<file path="src/logic/supply_ctrl_pkg.sv">
package supply_ctrl_pkg;

    // register addresses on the serial bus
    localparam logic [7:0] REG_VOLT = 8'h02;
    localparam logic [7:0] REG_TONE = 8'h03;

    // reset value of both control bytes
    localparam logic [7:0] CTRL_RESET = 8'h00;
    // value read back from addresses that hold no control byte
    localparam logic [7:0] READ_UNMAPPED = 8'h00;

    // voltage select field positions
    localparam int VOLT_A_LSB = 0;
    localparam int VOLT_B_LSB = 4;
    localparam int VOLT_W = 4;

    // tone and power control bit positions
    localparam int TONE_ON_A = 0;
    localparam int LOW_PWR_A = 1;
    localparam int KIND_A = 2;
    localparam int TONE_ON_B = 4;
    localparam int LOW_PWR_B = 5;
    localparam int KIND_B = 6;

    // bus framing
    localparam logic [2:0] LAST_BIT = 3'h7;
    localparam logic [7:0] PTR_STEP = 8'h01;
    localparam logic BUS_IDLE = 1'b1;

    // serial slave states
    typedef enum logic [2:0] {
        ST_IDLE = 3'b000,
        ST_CHIP = 3'b001,
        ST_REG = 3'b010,
        ST_WDATA = 3'b011,
        ST_ACK = 3'b100,
        ST_TX = 3'b101,
        ST_MACK = 3'b110
    } slave_state_t;

endpackage : supply_ctrl_pkg

</file>
<file path="src/logic/dual_supply_control_regs.sv">
`timescale 1ns/10ps
// Overview of operation
// RULE_01 - control bytes read back last written value
// RULE_02 - first byte: low nibble A, high B
// RULE_03 - tone bits enable gated tone outputs
// RULE_04 - bits 1 and 5 select low power
// RULE_05 - host sets low power only without tone
// RULE_06 - bits 2 and 6 pick tone input kind
// RULE_07 - host writes zero to bits 3, 7
// RULE_08 - write data bytes go to successive addresses
// RULE_09 - read streams successive bytes while master acks
// RULE_10 - stored bits drive control outputs continuously
module dual_supply_control_regs #(
    parameter logic [6:0] CHIP_ADDR = 7'h5A // arbitrary bus address
) (
    // clock and reset
    input wire logic clk,
    input wire logic resetn,
    // serial bus pins, open drain
    input wire logic scl_in,
    input wire logic sda_in,
    output logic sda_out,
    output logic sda_oe,
    // tone gate pins per channel
    input wire logic tone_gate_input_a,
    input wire logic tone_gate_input_b,
    // channel A controls
    output logic [3:0] volt_pick_a,
    output logic tone_on_a,
    output logic low_power_a,
    output logic tone_input_kind_a,
    output logic tone_drive_a,
    // channel B controls
    output logic [3:0] volt_pick_b,
    output logic tone_on_b,
    output logic low_power_b,
    output logic tone_input_kind_b,
    output logic tone_drive_b
);

    logic [3:0] pins_s; // synchronised scl, sda, gate a, gate b
    logic scl_s, sda_s, gate_a_s, gate_b_s;
    logic scl_d, sda_d; // delayed copies for edge detection
    logic scl_rise, scl_fall, bus_start, bus_stop;
    supply_ctrl_pkg::slave_state_t state, ack_next;
    logic [2:0] bit_cnt;
    logic [7:0] rx_shift;
    logic [7:0] tx_shift;
    logic [7:0] ptr; // internal register pointer
    logic ack_drive; // pulling sda low for an acknowledge
    logic mack_ok; // master acknowledged the last byte
    logic [7:0] volt_reg, tone_reg;
    logic [7:0] rx_byte; // byte completed at this scl rise
    logic byte_done;
    logic wr_en; // one-cycle store strobe
    logic load_tx; // one-cycle load of the transmit shifter
    logic [7:0] read_data;
    logic next_sda_oe;

    // all pins pass two flops before any logic looks at them
    pin_sync #(.WIDTH(4), .RESET_VAL(supply_ctrl_pkg::BUS_IDLE)) u_sync (
        .clk(clk), .resetn(resetn),
        .pin_in({scl_in, sda_in, tone_gate_input_a, tone_gate_input_b}),
        .pin_sync_out(pins_s)
    );
    assign {scl_s, sda_s, gate_a_s, gate_b_s} = pins_s;
    // delayed line copies
    always_ff @(posedge clk)
    begin
        if (!resetn)
        begin
            scl_d <= supply_ctrl_pkg::BUS_IDLE;
            sda_d <= supply_ctrl_pkg::BUS_IDLE;
        end
        else
        begin
            scl_d <= scl_s;
            sda_d <= sda_s;
        end
    end
    // bus events; sda only moves while scl is low except start and stop
    assign scl_rise = scl_s & ~scl_d;
    assign scl_fall = ~scl_s & scl_d;
    assign bus_start = scl_s & scl_d & sda_d & ~sda_s;
    assign bus_stop = scl_s & scl_d & ~sda_d & sda_s;
    assign rx_byte = {rx_shift[6:0], sda_s};
    assign byte_done = scl_rise && (bit_cnt == supply_ctrl_pkg::LAST_BIT);
    assign wr_en = byte_done && (state == supply_ctrl_pkg::ST_WDATA); // RULE_08
    assign load_tx = scl_fall && ((state == supply_ctrl_pkg::ST_ACK && ack_drive
        && ack_next == supply_ctrl_pkg::ST_TX)
        || (state == supply_ctrl_pkg::ST_MACK && mack_ok));
    // read mux; unmapped addresses read as a fixed value
    always_comb
    begin
        case (ptr)
            supply_ctrl_pkg::REG_VOLT: read_data = volt_reg; // RULE_01
            supply_ctrl_pkg::REG_TONE: read_data = tone_reg; // RULE_01
            default: read_data = supply_ctrl_pkg::READ_UNMAPPED;
        endcase
    end

    // slave sequencer: start and stop override every state
    always_ff @(posedge clk)
    begin
        if (!resetn)
        begin
            state <= supply_ctrl_pkg::ST_IDLE;
            ack_next <= supply_ctrl_pkg::ST_IDLE;
            bit_cnt <= 3'h0;
            rx_shift <= 8'h00;
            ack_drive <= 1'b0;
            mack_ok <= 1'b0;
        end
        else if (bus_start)
        begin
            state <= supply_ctrl_pkg::ST_CHIP;
            bit_cnt <= 3'h0;
            ack_drive <= 1'b0;
            mack_ok <= 1'b0;
        end
        else if (bus_stop)
        begin
            state <= supply_ctrl_pkg::ST_IDLE;
            ack_drive <= 1'b0;
            mack_ok <= 1'b0;
        end
        else
        begin
            case (state)
                supply_ctrl_pkg::ST_CHIP, supply_ctrl_pkg::ST_REG, supply_ctrl_pkg::ST_WDATA:
                begin
                    if (scl_rise)
                    begin
                        rx_shift <= rx_byte;
                        bit_cnt <= bit_cnt + 3'h1;
                    end
                    if (byte_done && state == supply_ctrl_pkg::ST_CHIP)
                    begin
                        // a foreign address leaves the bus alone until the next start
                        if (rx_byte[7:1] != CHIP_ADDR)
                            state <= supply_ctrl_pkg::ST_IDLE;
                        else
                        begin
                            state <= supply_ctrl_pkg::ST_ACK;
                            ack_next <= rx_byte[0] ? supply_ctrl_pkg::ST_TX
                                : supply_ctrl_pkg::ST_REG;
                        end
                    end
                    else if (byte_done)
                    begin
                        state <= supply_ctrl_pkg::ST_ACK;
                        ack_next <= supply_ctrl_pkg::ST_WDATA;
                    end
                end
                supply_ctrl_pkg::ST_ACK:
                begin
                    // first fall pulls sda low, second fall releases it
                    if (scl_fall && !ack_drive)
                        ack_drive <= 1'b1;
                    else if (scl_fall)
                    begin
                        ack_drive <= 1'b0;
                        state <= ack_next;
                        bit_cnt <= 3'h0;
                    end
                end
                supply_ctrl_pkg::ST_TX:
                begin
                    if (scl_fall && bit_cnt == supply_ctrl_pkg::LAST_BIT)
                        state <= supply_ctrl_pkg::ST_MACK;
                    else if (scl_fall)
                        bit_cnt <= bit_cnt + 3'h1;
                end
                supply_ctrl_pkg::ST_MACK:
                begin
                    // a high acknowledge ends the read; the master then stops
                    if (scl_rise && !sda_s)
                        mack_ok <= 1'b1;
                    else if (scl_rise)
                        state <= supply_ctrl_pkg::ST_IDLE;
                    if (scl_fall && mack_ok)
                    begin
                        mack_ok <= 1'b0;
                        state <= supply_ctrl_pkg::ST_TX;
                        bit_cnt <= 3'h0;
                    end
                end
                default: state <= supply_ctrl_pkg::ST_IDLE;
            endcase
        end
    end

    // pointer: loaded by the address byte, stepped after each byte written and each read byte the master acks
    always_ff @(posedge clk)
    begin
        if (!resetn)
            ptr <= 8'h00;
        else if (byte_done && state == supply_ctrl_pkg::ST_REG)
            ptr <= rx_byte;
        else if (wr_en)
            ptr <= ptr + supply_ctrl_pkg::PTR_STEP; // RULE_08
        else if (state == supply_ctrl_pkg::ST_MACK && scl_rise && !sda_s)
            ptr <= ptr + supply_ctrl_pkg::PTR_STEP; // RULE_09
    end

    // transmit shifter, msb first, loaded on the fall that opens a byte
    always_ff @(posedge clk)
    begin
        if (!resetn)
            tx_shift <= 8'h00;
        else if (load_tx)
            tx_shift <= read_data; // RULE_09
        else if (state == supply_ctrl_pkg::ST_TX && scl_fall)
            tx_shift <= {tx_shift[6:0], 1'b0};
    end

    // open-drain driver: only ever pulls low
    assign next_sda_oe = (state == supply_ctrl_pkg::ST_ACK && ack_drive)
        || (state == supply_ctrl_pkg::ST_TX && !tx_shift[7]);
    always_ff @(posedge clk)
    begin
        if (!resetn)
            sda_oe <= 1'b0;
        else
            sda_oe <= next_sda_oe;
    end
    assign sda_out = 1'b0;

    // control bytes; reserved bits are stored as written
    always_ff @(posedge clk)
    begin
        if (!resetn)
        begin
            volt_reg <= supply_ctrl_pkg::CTRL_RESET;
            tone_reg <= supply_ctrl_pkg::CTRL_RESET;
        end
        else if (wr_en && ptr == supply_ctrl_pkg::REG_VOLT)
            volt_reg <= rx_byte; // RULE_01
        else if (wr_en && ptr == supply_ctrl_pkg::REG_TONE)
            tone_reg <= rx_byte; // RULE_01
    end

    // control outputs follow the stored bits with no extra delay
    assign volt_pick_a = volt_reg[supply_ctrl_pkg::VOLT_A_LSB+:supply_ctrl_pkg::VOLT_W]; // RULE_02
    assign volt_pick_b = volt_reg[supply_ctrl_pkg::VOLT_B_LSB+:supply_ctrl_pkg::VOLT_W]; // RULE_02
    assign tone_on_a = tone_reg[supply_ctrl_pkg::TONE_ON_A]; // RULE_10
    assign tone_on_b = tone_reg[supply_ctrl_pkg::TONE_ON_B]; // RULE_10
    assign low_power_a = tone_reg[supply_ctrl_pkg::LOW_PWR_A]; // RULE_04
    assign low_power_b = tone_reg[supply_ctrl_pkg::LOW_PWR_B]; // RULE_04
    assign tone_input_kind_a = tone_reg[supply_ctrl_pkg::KIND_A]; // RULE_06
    assign tone_input_kind_b = tone_reg[supply_ctrl_pkg::KIND_B]; // RULE_06
    // gated tone; low power with tone on is not blocked, the host avoids it
    always_ff @(posedge clk)
    begin
        if (!resetn)
        begin
            tone_drive_a <= 1'b0;
            tone_drive_b <= 1'b0;
        end
        else
        begin
            tone_drive_a <= tone_on_a & gate_a_s; // RULE_03
            tone_drive_b <= tone_on_b & gate_b_s; // RULE_03
        end
    end
endmodule : dual_supply_control_regs

</file>
<file path="src/logic/pin_sync.sv">
`timescale 1ns/10ps
// two-flop synchroniser for asynchronous pins
module pin_sync #(
    parameter int WIDTH = 1,
    parameter logic RESET_VAL = 1'b0
) (
    // clock and reset
    input wire logic clk,
    input wire logic resetn,
    // pins and synchronised copies
    input wire logic [WIDTH-1:0] pin_in,
    output logic [WIDTH-1:0] pin_sync_out
);

    logic [WIDTH-1:0] stage1; // read only by the second stage

    // both stages reset to the idle level of the pins
    always_ff @(posedge clk)
    begin
        if (!resetn)
        begin
            stage1 <= {WIDTH{RESET_VAL}};
            pin_sync_out <= {WIDTH{RESET_VAL}};
        end
        else
        begin
            stage1 <= pin_in;
            pin_sync_out <= stage1;
        end
    end

endmodule : pin_sync

</file>
<file path="config.mk">
export PLATFORM = sky130hd
export DESIGN_NAME = dual_supply_control_regs
export DESIGN_NICKNAME = d
export VERILOG_FILES = /design/src/logic/supply_ctrl_pkg.sv /design/src/logic/dual_supply_control_regs.sv /design/src/logic/pin_sync.sv
export SDC_FILE = /design/constraint.sdc
export NUM_CORES = 1
export LEC_CHECK = 0
export BUFFER_PORTS_ARGS = -buffer_cell sky130_fd_sc_hd__buf_2
export CORE_AREA = 5 5 89 91
export CTS_CLUSTER_SIZE = 14
export DETAILED_ROUTE_END_ITERATION = 10
export DIE_AREA = 0 0 94 96
export GPL_TIMING_DRIVEN = 0
export PLACE_DENSITY = 0.69
export SETUP_SLACK_MARGIN = 0.1
export SKIP_CTS_REPAIR_TIMING = 1
export SYNTH_ARGS = -nofsm -noshare
export SYNTH_HDL_FRONTEND = slang
export SYNTH_HIERARCHICAL = 1
export SYNTH_SLANG_ARGS = --single-unit
</file>
<file path="constraint.sdc">
create_clock -name clk -period 2.2 [get_ports clk]
set_input_delay 0.11 -clock clk [delete_from_list [all_inputs] [get_ports clk]]
set_output_delay 0.11 -clock clk [all_outputs]
set_load 0.005 [all_outputs]
</file>
==> results of run 1 <==
[synthesized netlist by cell type, drive strengths merged, types with 2 or more instances]
| cell type | number | area [sq um] |
|---|---|---|
| clkbuf | 10 | 37.54 |
| nor2b | 3 | 18.77 |
| or2 | 2 | 12.51 |
| a21boi | 5 | 37.53 |
| mux2i | 32 | 320.3 |
| nand3b | 9 | 67.56 |
| nor3b | 5 | 53.80 |
| nor3 | 4 | 25.02 |
| and3b | 2 | 17.52 |
| ha | 4 | 50.05 |
| nand2b | 17 | 106.4 |
| nor2 | 37 | 141.4 |
| a211oi | 10 | 75.07 |
| nand3 | 4 | 20.02 |
| nand4 | 3 | 31.28 |
| o211ai | 2 | 15.01 |
| buf | 7 | 37.54 |
| a21o | 2 | 15.01 |
| dfxtp | 63 | 1261 |
| nand2 | 20 | 75.07 |
| or3 | 3 | 18.77 |
| a22o | 8 | 70.07 |
| and3 | 4 | 25.02 |
| o2111ai | 2 | 17.52 |
| inv | 3 | 11.26 |
| a2111oi | 2 | 42.54 |
| o21ai | 7 | 35.03 |
| a21oi | 22 | 110.1 |
| o21a | 2 | 15.01 |
| or3b | 3 | 26.28 |
| xnor2 | 2 | 17.52 |
| xor2 | 2 | 17.52 |
[layout make-up]
cell class	count	share of cell area [%]
Multi-Input combinational cell	231	46.74
Sequential cell	63	35.33
Buffer	17	2.136
Clock buffer	9	3.466
Inverter	3	0.3151
Tap cell	99	3.466
Clock inverter	7	3.361
Timing Repair Buffer	29	5.182
[cells by family (layout without fill, tap and decap cells)]
kind of cell / Yosys count / in the layout / share of synthesized area, %
fa+ha+maj: 4 / 4 / 1.701
mux: 32 / 32 / 10.88
flops: 63 / 63 / 42.86
compound gates: 67 / 67 / 16.24
xor+xnor: 4 / 4 / 1.191
simple gates: 123 / 123 / 24.06
other cells: 1 / 1 / 0.1274
buf+inv: 20 / 65 / 2.934
[layer usage]
layer  track usage (%)  vias to the layer above  part of all wire (%)
met5                 0                        -                     0
met4             5.776                        0                   2.3
met3             4.066                       12                   2.9
met2             25.55                       34                    49
met1             18.55                     1115                    46
li1                  -                     1209                     -
[path summary, 6_finish.rpt]
kind	endpoint	depth (start not counted)	startpoint
min reg2reg	u_sync/pin_sync_out[0]	1	u_sync/stage1[0]
max reg2reg	ack_next[1]	5	rx_shift[3]
max	ack_next[1]	5	rx_shift[3]
min	u_sync/stage1[3]	2	resetn
[power by group]
part | switching, mW | leakage [nW] | total, mW | internal [mW]
Combinational | 0.243 | 0.834 | 0.421 | 0.178
Sequential | 0.0454 | 0.510 | 1.22 | 1.18
Clock | 0.458 | 0.120 | 1.21 | 0.756
[worst register-to-register path, stage by stage, from the launching register on]
cell and delay (ps):
dfxtp_1 460, nand4b_1 120, or4b_4 530, a2111oi_4 460, nand3_1 160, o211a_1 170
[cell usage in the layout, fill, tap and decap left out, drive strengths merged, types with 4 or more instances in the layout]
master / synthesis / routed
nand3b: 9 / 9
a21boi: 5 / 5
a21oi: 22 / 22
nand2: 20 / 20
nor3b: 5 / 5
nor3: 4 / 4
buf: 7 / 32
dfxtp: 63 / 63
nor2: 37 / 37
clkbuf: 10 / 19
ha: 4 / 4
mux2i: 32 / 32
nand2b: 17 / 17
a211oi: 10 / 10
dlygate4sd3: 0 / 4
o21ai: 7 / 7
a22o: 8 / 8
and3: 4 / 4
inv: 3 / 4
nand3: 4 / 4
[through the flow]
step	utilization [%]	std cells
floorplan	-	314
global placement	45.00	435
detailed placement	45.00	435
CTS	48.46	451
global route	50.62	458
finish	50.62	458
==> impl_metrics.toml, run 1 <==
[outcome]
outcome = "completed"

[placed_design]
dpl_worst_slack_ps = -182.5
hpwlAfterDp_mm = 4.610
portBuffers = 22
globalplace.congestion = 0.8742
placed_area_sq_um = 3177

[floorplan]
design.die.area_sq_um = 9024
io_pins = 24
coreArea_sq_um = 7059
die_h_microns = 96
chipWidth_microns = 94
start_util_pct = 41.69
row_count = 31

[clocking]
clock_latency_ps = 330
cts-htree-levels = 3
clock_path_buffers = 2
clk_pin_slew_worst_paths_ps = 70
cts_sinks = 63
cts_root_buffer = "clkbuf_8"
cts_inserted_buffers = 9
cts_tree = "yes"

[finish]
fillCellCount = 690
nets = 364
area.sequential_sq_um = 1262
n_antenna_cell = 0
multi_input_area_sq_um = 1670
areaGrowthSynthToFinish_pct = 21.43
postLayoutCellArea_sq_um = 3573
drive_gt1_share_pct = 19.22

[power_and_ir_drop]
max-vdd-ir-drop_mv = 0.4386
leakage_nw = 1.464
p_total_mw = 2.858
power_density_nw_per_um2 = 799.9

[setup_path]
arrival_ps = 2210
end_kind = "register"
worstSetupPathType = "reg2reg"
crit_required_ps = 2430
cp_slowest_cell = "or4b_4"
slowest_delay_ps = 530
cpLargestDelayFamily = "simple AND/OR/NAND/NOR gates"
critical_path_buf_inv_count = 0
critPathMaxFanout = 6
r2r_setup_slack_ps = 210
cp-start-kind = "register"
crit_chain = "nand4b_1 -> or4b_4 -> a2111oi_4 -> nand3_1 -> o211a_1"

[timing]
hold_slack_ps = 61.99
finalMaxSlewViolations = 0
fin_ws_ps = 213.9
period_needed_ps = 1986
fin_skew_ps = 8.848
setup_violations = 0
finalCritPeriodShare_pct = 90.28
worst_pin_slew_ps = 812.2
fin_setup_tns_ps = 0
fmax_mhz = 503.5
relSlewSlack_pct = 45.56
rsz0062_at_grt = "false"
hold_violations = 0

[drt]
antenna_left = 0
via_per_inst = 5.175
wl_per_cell_microns = 14.30
drc = 0
drt_iter0_markers = 143
wirelength_mm = 6.549
drt_first_pass_iters = 4
num_vias = 2370

[logic_synthesis]
ys_seq_elements = 63
synth_cells = 314
syn_nets = 324
synth_cell_type_count = 54
synth_edf_count = 0
synth_top_flop_cell = "dfxtp_1"
yosys_warnings = 6
syn_avg_cell_area_sq_um = 9.372
syn_area_sq_um = 2943
seq_area_frac_synth_pct = 42.86
async_reset_ff_share_pct = 0

[grt]
grt_overflow = 0
grt_max_degree = 13
grt_pass1_wl_mm = 10.73
grt.total_usage_pct = 15.17
first_global_vias = 2240
antenna_found_initial = 0

[min_path]
hold_path.class = "in2reg"

[run]
maxCapViolations = 0
(Power assumes the default switching activity.)
==> run 2: changes to the inputs <==
MAX_ROUTING_LAYER = met4   (was default)
==> run 2 against run 1 <==
  * Die area is the same
  * Register-to-register slack barely moved
  * Total power is 3.8% lower
  * Hold slack worse by 12 ps
  * Global-route usage is 0.69 points higher
  * Critical path type unchanged
  * Critical endpoint is now volt_reg[0]
  * Largest cell class unchanged
  * Highest routed layer unchanged
==> impl_metrics.toml, run 2 (synthesis results as in run 1) <==
[setup_path]
end_kind = "register"
r2r_setup_slack_ps = 210
cp-start-kind = "register"
r2r-start = "bit_cnt[0]"
arrival_ps = 2210
crit_chain = "ha_1 -> ha_2 -> nand3b_1 -> nor3b_4 -> buf_12 -> nand4_4 -> mux2i_1 -> nor2_1"
slowest_delay_ps = 350
reg2reg_to = "volt_reg[0]"
critical_path_buf_inv_count = 1
cp_slowest_cell = "dfxtp_1"
cpLargestDelayFamily = "simple AND/OR/NAND/NOR gates"
r2r_cells = 8
worstSetupPathType = "reg2reg"
critPathMaxFanout = 8
crit_required_ps = 2420

[timing]
setup_violations = 0
fin_setup_tns_ps = 0
hold_slack_ps = 50.44
worst_pin_slew_ps = 847.2
fin_skew_ps = 7.798
fmax_mhz = 503.4
finalMaxSlewViolations = 0
hold_violations = 0
period_needed_ps = 1986
finalCritPeriodShare_pct = 90.29
rsz0062_at_grt = "false"
relSlewSlack_pct = 43.21

[placed_design]
placed_area_sq_um = 3177
portBuffers = 22
globalplace.congestion = 0.8828
placedCellCount = 435
hpwlAfterDp_mm = 4.591

[clocking]
cts_inserted_buffers = 9
cts_tree = "yes"
clock_path_buffers = 2
cts_root_buffer = "clkbuf_8"
cts-htree-levels = 3
clk_pin_slew_worst_paths_ps = 70
clock_latency_ps = 340
cts_sinks = 63

[finish]
postLayoutCellArea_sq_um = 3565
area.sequential_sq_um = 1264
fin_cells = 460
fillCellCount = 668
layout_common_cells = "dfxtp_1 (61), nor2_1 (36), mux2i_1 (32), buf_2 (28), a21oi_1 (22)"
areaGrowthSynthToFinish_pct = 21.13
drive_gt1_share_pct = 19.39
multi_input_area_sq_um = 1668
final_common_cell = "dfxtp_1"
n_antenna_cell = 0
nets = 366

[grt]
first_global_vias = 2276
antenna_found_initial = 0
grt.total_usage_pct = 15.87
grt_max_degree = 13
grt_overflow = 0
grt_pass1_wl_mm = 10.79

[min_path]
holdPathEnd = "u_sync/stage1[3]"
hp-start = "resetn"
min_path_cells = 2
hold_path.class = "in2reg"

[floorplan]
start_util_pct = 41.69
chipWidth_microns = 94
row_count = 31
die_h_microns = 96
coreArea_sq_um = 7059
design.die.area_sq_um = 9024
io_pins = 24

[power_and_ir_drop]
leakage_nw = 1.461
power_density_nw_per_um2 = 771.2
max-vdd-ir-drop_mv = 0.3174

[outcome]
outcome = "completed"

[drt]
wl_per_cell_microns = 14.24
num_vias = 2401
antenna_left = 0
drt_first_pass_iters = 4
drc = 0
wirelength_mm = 6.551
drt_iter0_markers = 109
via_per_inst = 5.220

[run]
maxCapViolations = 0
run 2: changes by cell type in the layout (fill, tap and decap cells not counted):
cell,previous run,this run
buf_4,3,5
bufinv_16,3,2
clkbuf_1,9,10
clkinv_2,1,0
clkinv_4,1,2
dfxtp_1,62,61
dfxtp_2,1,2
nor2_1,35,36
nor2_2,2,1
run 2: final cells by class:
cell class                      instances  area share [%]
Clock inverter                          6           2.633
Timing Repair Buffer                   31           5.616
Clock buffer                           10           3.580
Buffer                                 17           2.141
Inverter                                3          0.3159
Multi-Input combinational cell        231           46.79
Sequential cell                        63           35.45
Tap cell                               99           3.475
run 2: worst max-delay path by stage:
stage,slack [ps],cells past startpoint,end,start
after floorplan,280,7,state[0],bit_cnt[0]
after global placement,-130,7,state[1],bit_cnt[0]
after detailed placement,-140,7,state[0],bit_cnt[0]
after CTS,-160,7,state[1],bit_cnt[0]
after global routing,90,8,volt_reg[0],bit_cnt[0]
final,210,8,volt_reg[0],bit_cnt[0]
run 2: stage by stage:
| step | util [%] | total power [mW] | worst slack, ps |
|---|---|---|---|
| finish | 50.50 | 2.749 | 213.6 |
| global route | 50.50 | 2.872 | 93.66 |
| CTS | 48.14 | 2.740 | -164.2 |
| detailed placement | 45.00 | 1.625 | -135.5 |
| global placement | 45.00 | 1.615 | -129.3 |
| floorplan | - | 1.536 | 284.0 |
run 2: where the power goes:
group	switching, mW	internal [mW]	leakage, nW
sequential	0.0450	1.18	0.511
combinational	0.238	0.177	0.843
clock	0.466	0.646	0.107
total	0.748	2.00	1.46
run 2: metal layers:
metal	vias to the layer above	GRT usage [%]	share of wire (%)
li1	1225	-	-
met3	14	3.909	3.5
met5	-	-	0
met4	0	6.859	2.1
met2	42	25.72	49
met1	1120	18.81	45
==> run 3: changes to the inputs <==
ABC_AREA = 1   (was default)
CORE_AREA = 5 5 91 93   (was 5 5 89 91)
DIE_AREA = 0 0 96 98   (was 0 0 94 96)
==> run 3 against run 2 <==
  * Utilization fell by 1.6 points
  * Clock power is 5% higher
  * Final area grew 2.1%
  * First-iteration DRC count up 25%
  * Cell count up 32%
  * Via count up 23%
  * Total power up 5.6%
  * Register-to-register slack better by 130 ps
  * Routed wire length is 16% higher
  * Flip-flop and latch count stayed put
  * Clock-buffer cell count is 1 lower
  * Largest cell class unchanged
==> impl_metrics.toml, run 3 <==
[floorplan]
coreArea_sq_um = 7447
chipWidth_microns = 96
design.die.area_sq_um = 9408
row_count = 32
io_pins = 24
die_h_microns = 98
start_util_pct = 41.48

[finish]
nets = 511
fillCellCount = 758
postLayoutCellArea_sq_um = 3641
n_antenna_cell = 0
layout_common_cells = "nand2_1 (138), nor2_1 (65), dfxtp_1 (63), inv_1 (47), a21oi_1 (32)"
multi_input_area_sq_um = 1550
area.sequential_sq_um = 1261
drive_gt1_share_pct = 14.62
areaGrowthSynthToFinish_pct = 17.86
final_common_cell = "nand2_1"
post-route-util_pct = 48.89

[placed_design]
portBuffers = 21
globalplace.congestion = 0.8613
placed_area_sq_um = 3322
hpwlAfterDp_mm = 5.451

[logic_synthesis]
synth_most_common_cell = "nand2_1"
syn_area_sq_um = 3089
synth_cell_type_count = 32
syn_nets = 470
synth_top_cell_area_share_pct = 40.83
ys_seq_elements = 63
synth_cells = 460
yosysTopAreaCell = "dfxtp_1"
syn_avg_cell_area_sq_um = 6.716
synth_edf_count = 0
yosys_warnings = 6
synth_area_leaders = "dfxtp_1 (41%), nand2_1 (17%), nor2_1 (7.9%), inv_1 (5.7%), a21oi_1 (5.2%)"
async_reset_ff_share_pct = 0
synth.top_cells.by_count = "nand2_1 (138), nor2_1 (65), dfxtp_1 (63)"
seq_area_frac_synth_pct = 40.83
synth_top_flop_cell = "dfxtp_1"

[clocking]
cts-htree-levels = 3
cts_tree = "yes"
clock_path_buffers = 2
cts_inserted_buffers = 9
cts_root_buffer = "clkbuf_8"
clock_latency_ps = 360
cts_sinks = 63
clk_pin_slew_worst_paths_ps = 80

[outcome]
outcome = "completed"

[grt]
antenna_found_initial = 0
grt_pass1_wl_mm = 12.86
first_global_vias = 2776
grt.total_usage_pct = 17.74
grt_max_degree = 14
grt_overflow = 0

[drt]
drt_iter0_markers = 136
via_per_inst = 4.867
num_vias = 2959
wirelength_mm = 7.623
antenna_left = 0
drc = 0
drt_first_pass_iters = 5
wl_per_cell_microns = 12.54

[timing]
finalCritPeriodShare_pct = 84.25
period_needed_ps = 1853
setup_violations = 0
fmax_mhz = 539.5
relSlewSlack_pct = 64.06
fin_setup_tns_ps = 0
rsz0062_at_grt = "false"
hold_violations = 0
finalMaxSlewViolations = 0
fin_skew_ps = 10.99
worst_pin_slew_ps = 539.1

[power_and_ir_drop]
p_total_mw = 2.902
leakage_nw = 1.692
max-vdd-ir-drop_mv = 0.6090
power_density_nw_per_um2 = 797.1

[min_path]
hold_path.class = "in2reg"

[setup_path]
arrival_ps = 2150
critPathMaxFanout = 9
worstSetupPathType = "reg2reg"
end_kind = "register"
cp-start-kind = "register"
crit_required_ps = 2500

[run]
maxCapViolations = 0
==> run 3: cell types whose count changed after synthesis, moves of 13 or more <==
cell      delta
nand3_1     +18
inv_1       +44
mux2i_1     -32
nand2b_1    -17
nand2_1    +118
o21ai_0     +13
nor2_1      +29
==> run 3: final cells by class <==
class,count,share of cell area (%)
multi-input cells,330,42.58
flip-flops and latches,63,34.64
inverters,53,5.464
repair buffers,30,5.361
well taps,102,3.505
clock buffers,9,3.402
clock inverters,7,2.818
plain buffers,14,2.234
==> run 3: worst max-delay path, stage by stage, from the launching register on <==
cell     delay (ps)
dfxtp_1         370
ha_1            170
ha_2            260
nand3_1         150
nor2_1          150
nand3_2         200
inv_2           190
nand2_1          70
nand3_1          80
nand2_1          50
nor2_1          100
==> run 3: through the flow <==
stage,setup slack [ps],hold slack [ps],cells
final,346.6,220.2,608
after global routing,152.7,237.6,608
after CTS,283.0,-83.40,599
after detailed placement,319.6,285.2,583
after global placement,345.0,282.2,583
after floorplan,671.5,194.8,460
==> run 3: cells by family (layout without fill, tap and decap cells) <==
| kind of cell | count (synthesis) | count (layout) | share of synthesized area [%] |
|---|---|---|---|
| flops | 63 | 63 | 40.83 |
| buf+inv | 67 | 113 | 9.072 |
| fa+ha+maj | 4 | 4 | 1.620 |
| simple gates | 254 | 254 | 35.93 |
| compound gates | 67 | 67 | 11.30 |
| other cells | 1 | 1 | 0.1214 |
| xor+xnor | 4 | 4 | 1.134 |
==> run 3: final timing paths <==
| kind | startpoint | end | slack (ps) | depth (start not counted) |
|---|---|---|---|---|
| worst min-delay path | resetn | ptr[6] | 220 | 3 |
| worst max register to register | bit_cnt[0] | ptr[2] | 350 | 10 |
| worst min register to register | u_sync/stage1[2] | u_sync/pin_sync_out[2] | 410 | 2 |
| worst max-delay path | bit_cnt[0] | ptr[2] | 350 | 10 |
==> run 3: metal layers <==
metal / up-vias / track usage [%] / share of wire (%)
li1: 1532 / - / -
met1: 1341 / 22.40 / 45
met2: 76 / 27.67 / 48
met3: 10 / 5.316 / 5.5
met4: 0 / 4.267 / 1.3
met5: - / - / 0
==> run 3: power breakdown <==
| group | internal, mW | switching [mW] |
|---|---|---|
| sequential | 1.19 | 0.0378 |
| clock | 0.649 | 0.511 |
| combinational | 0.173 | 0.345 |
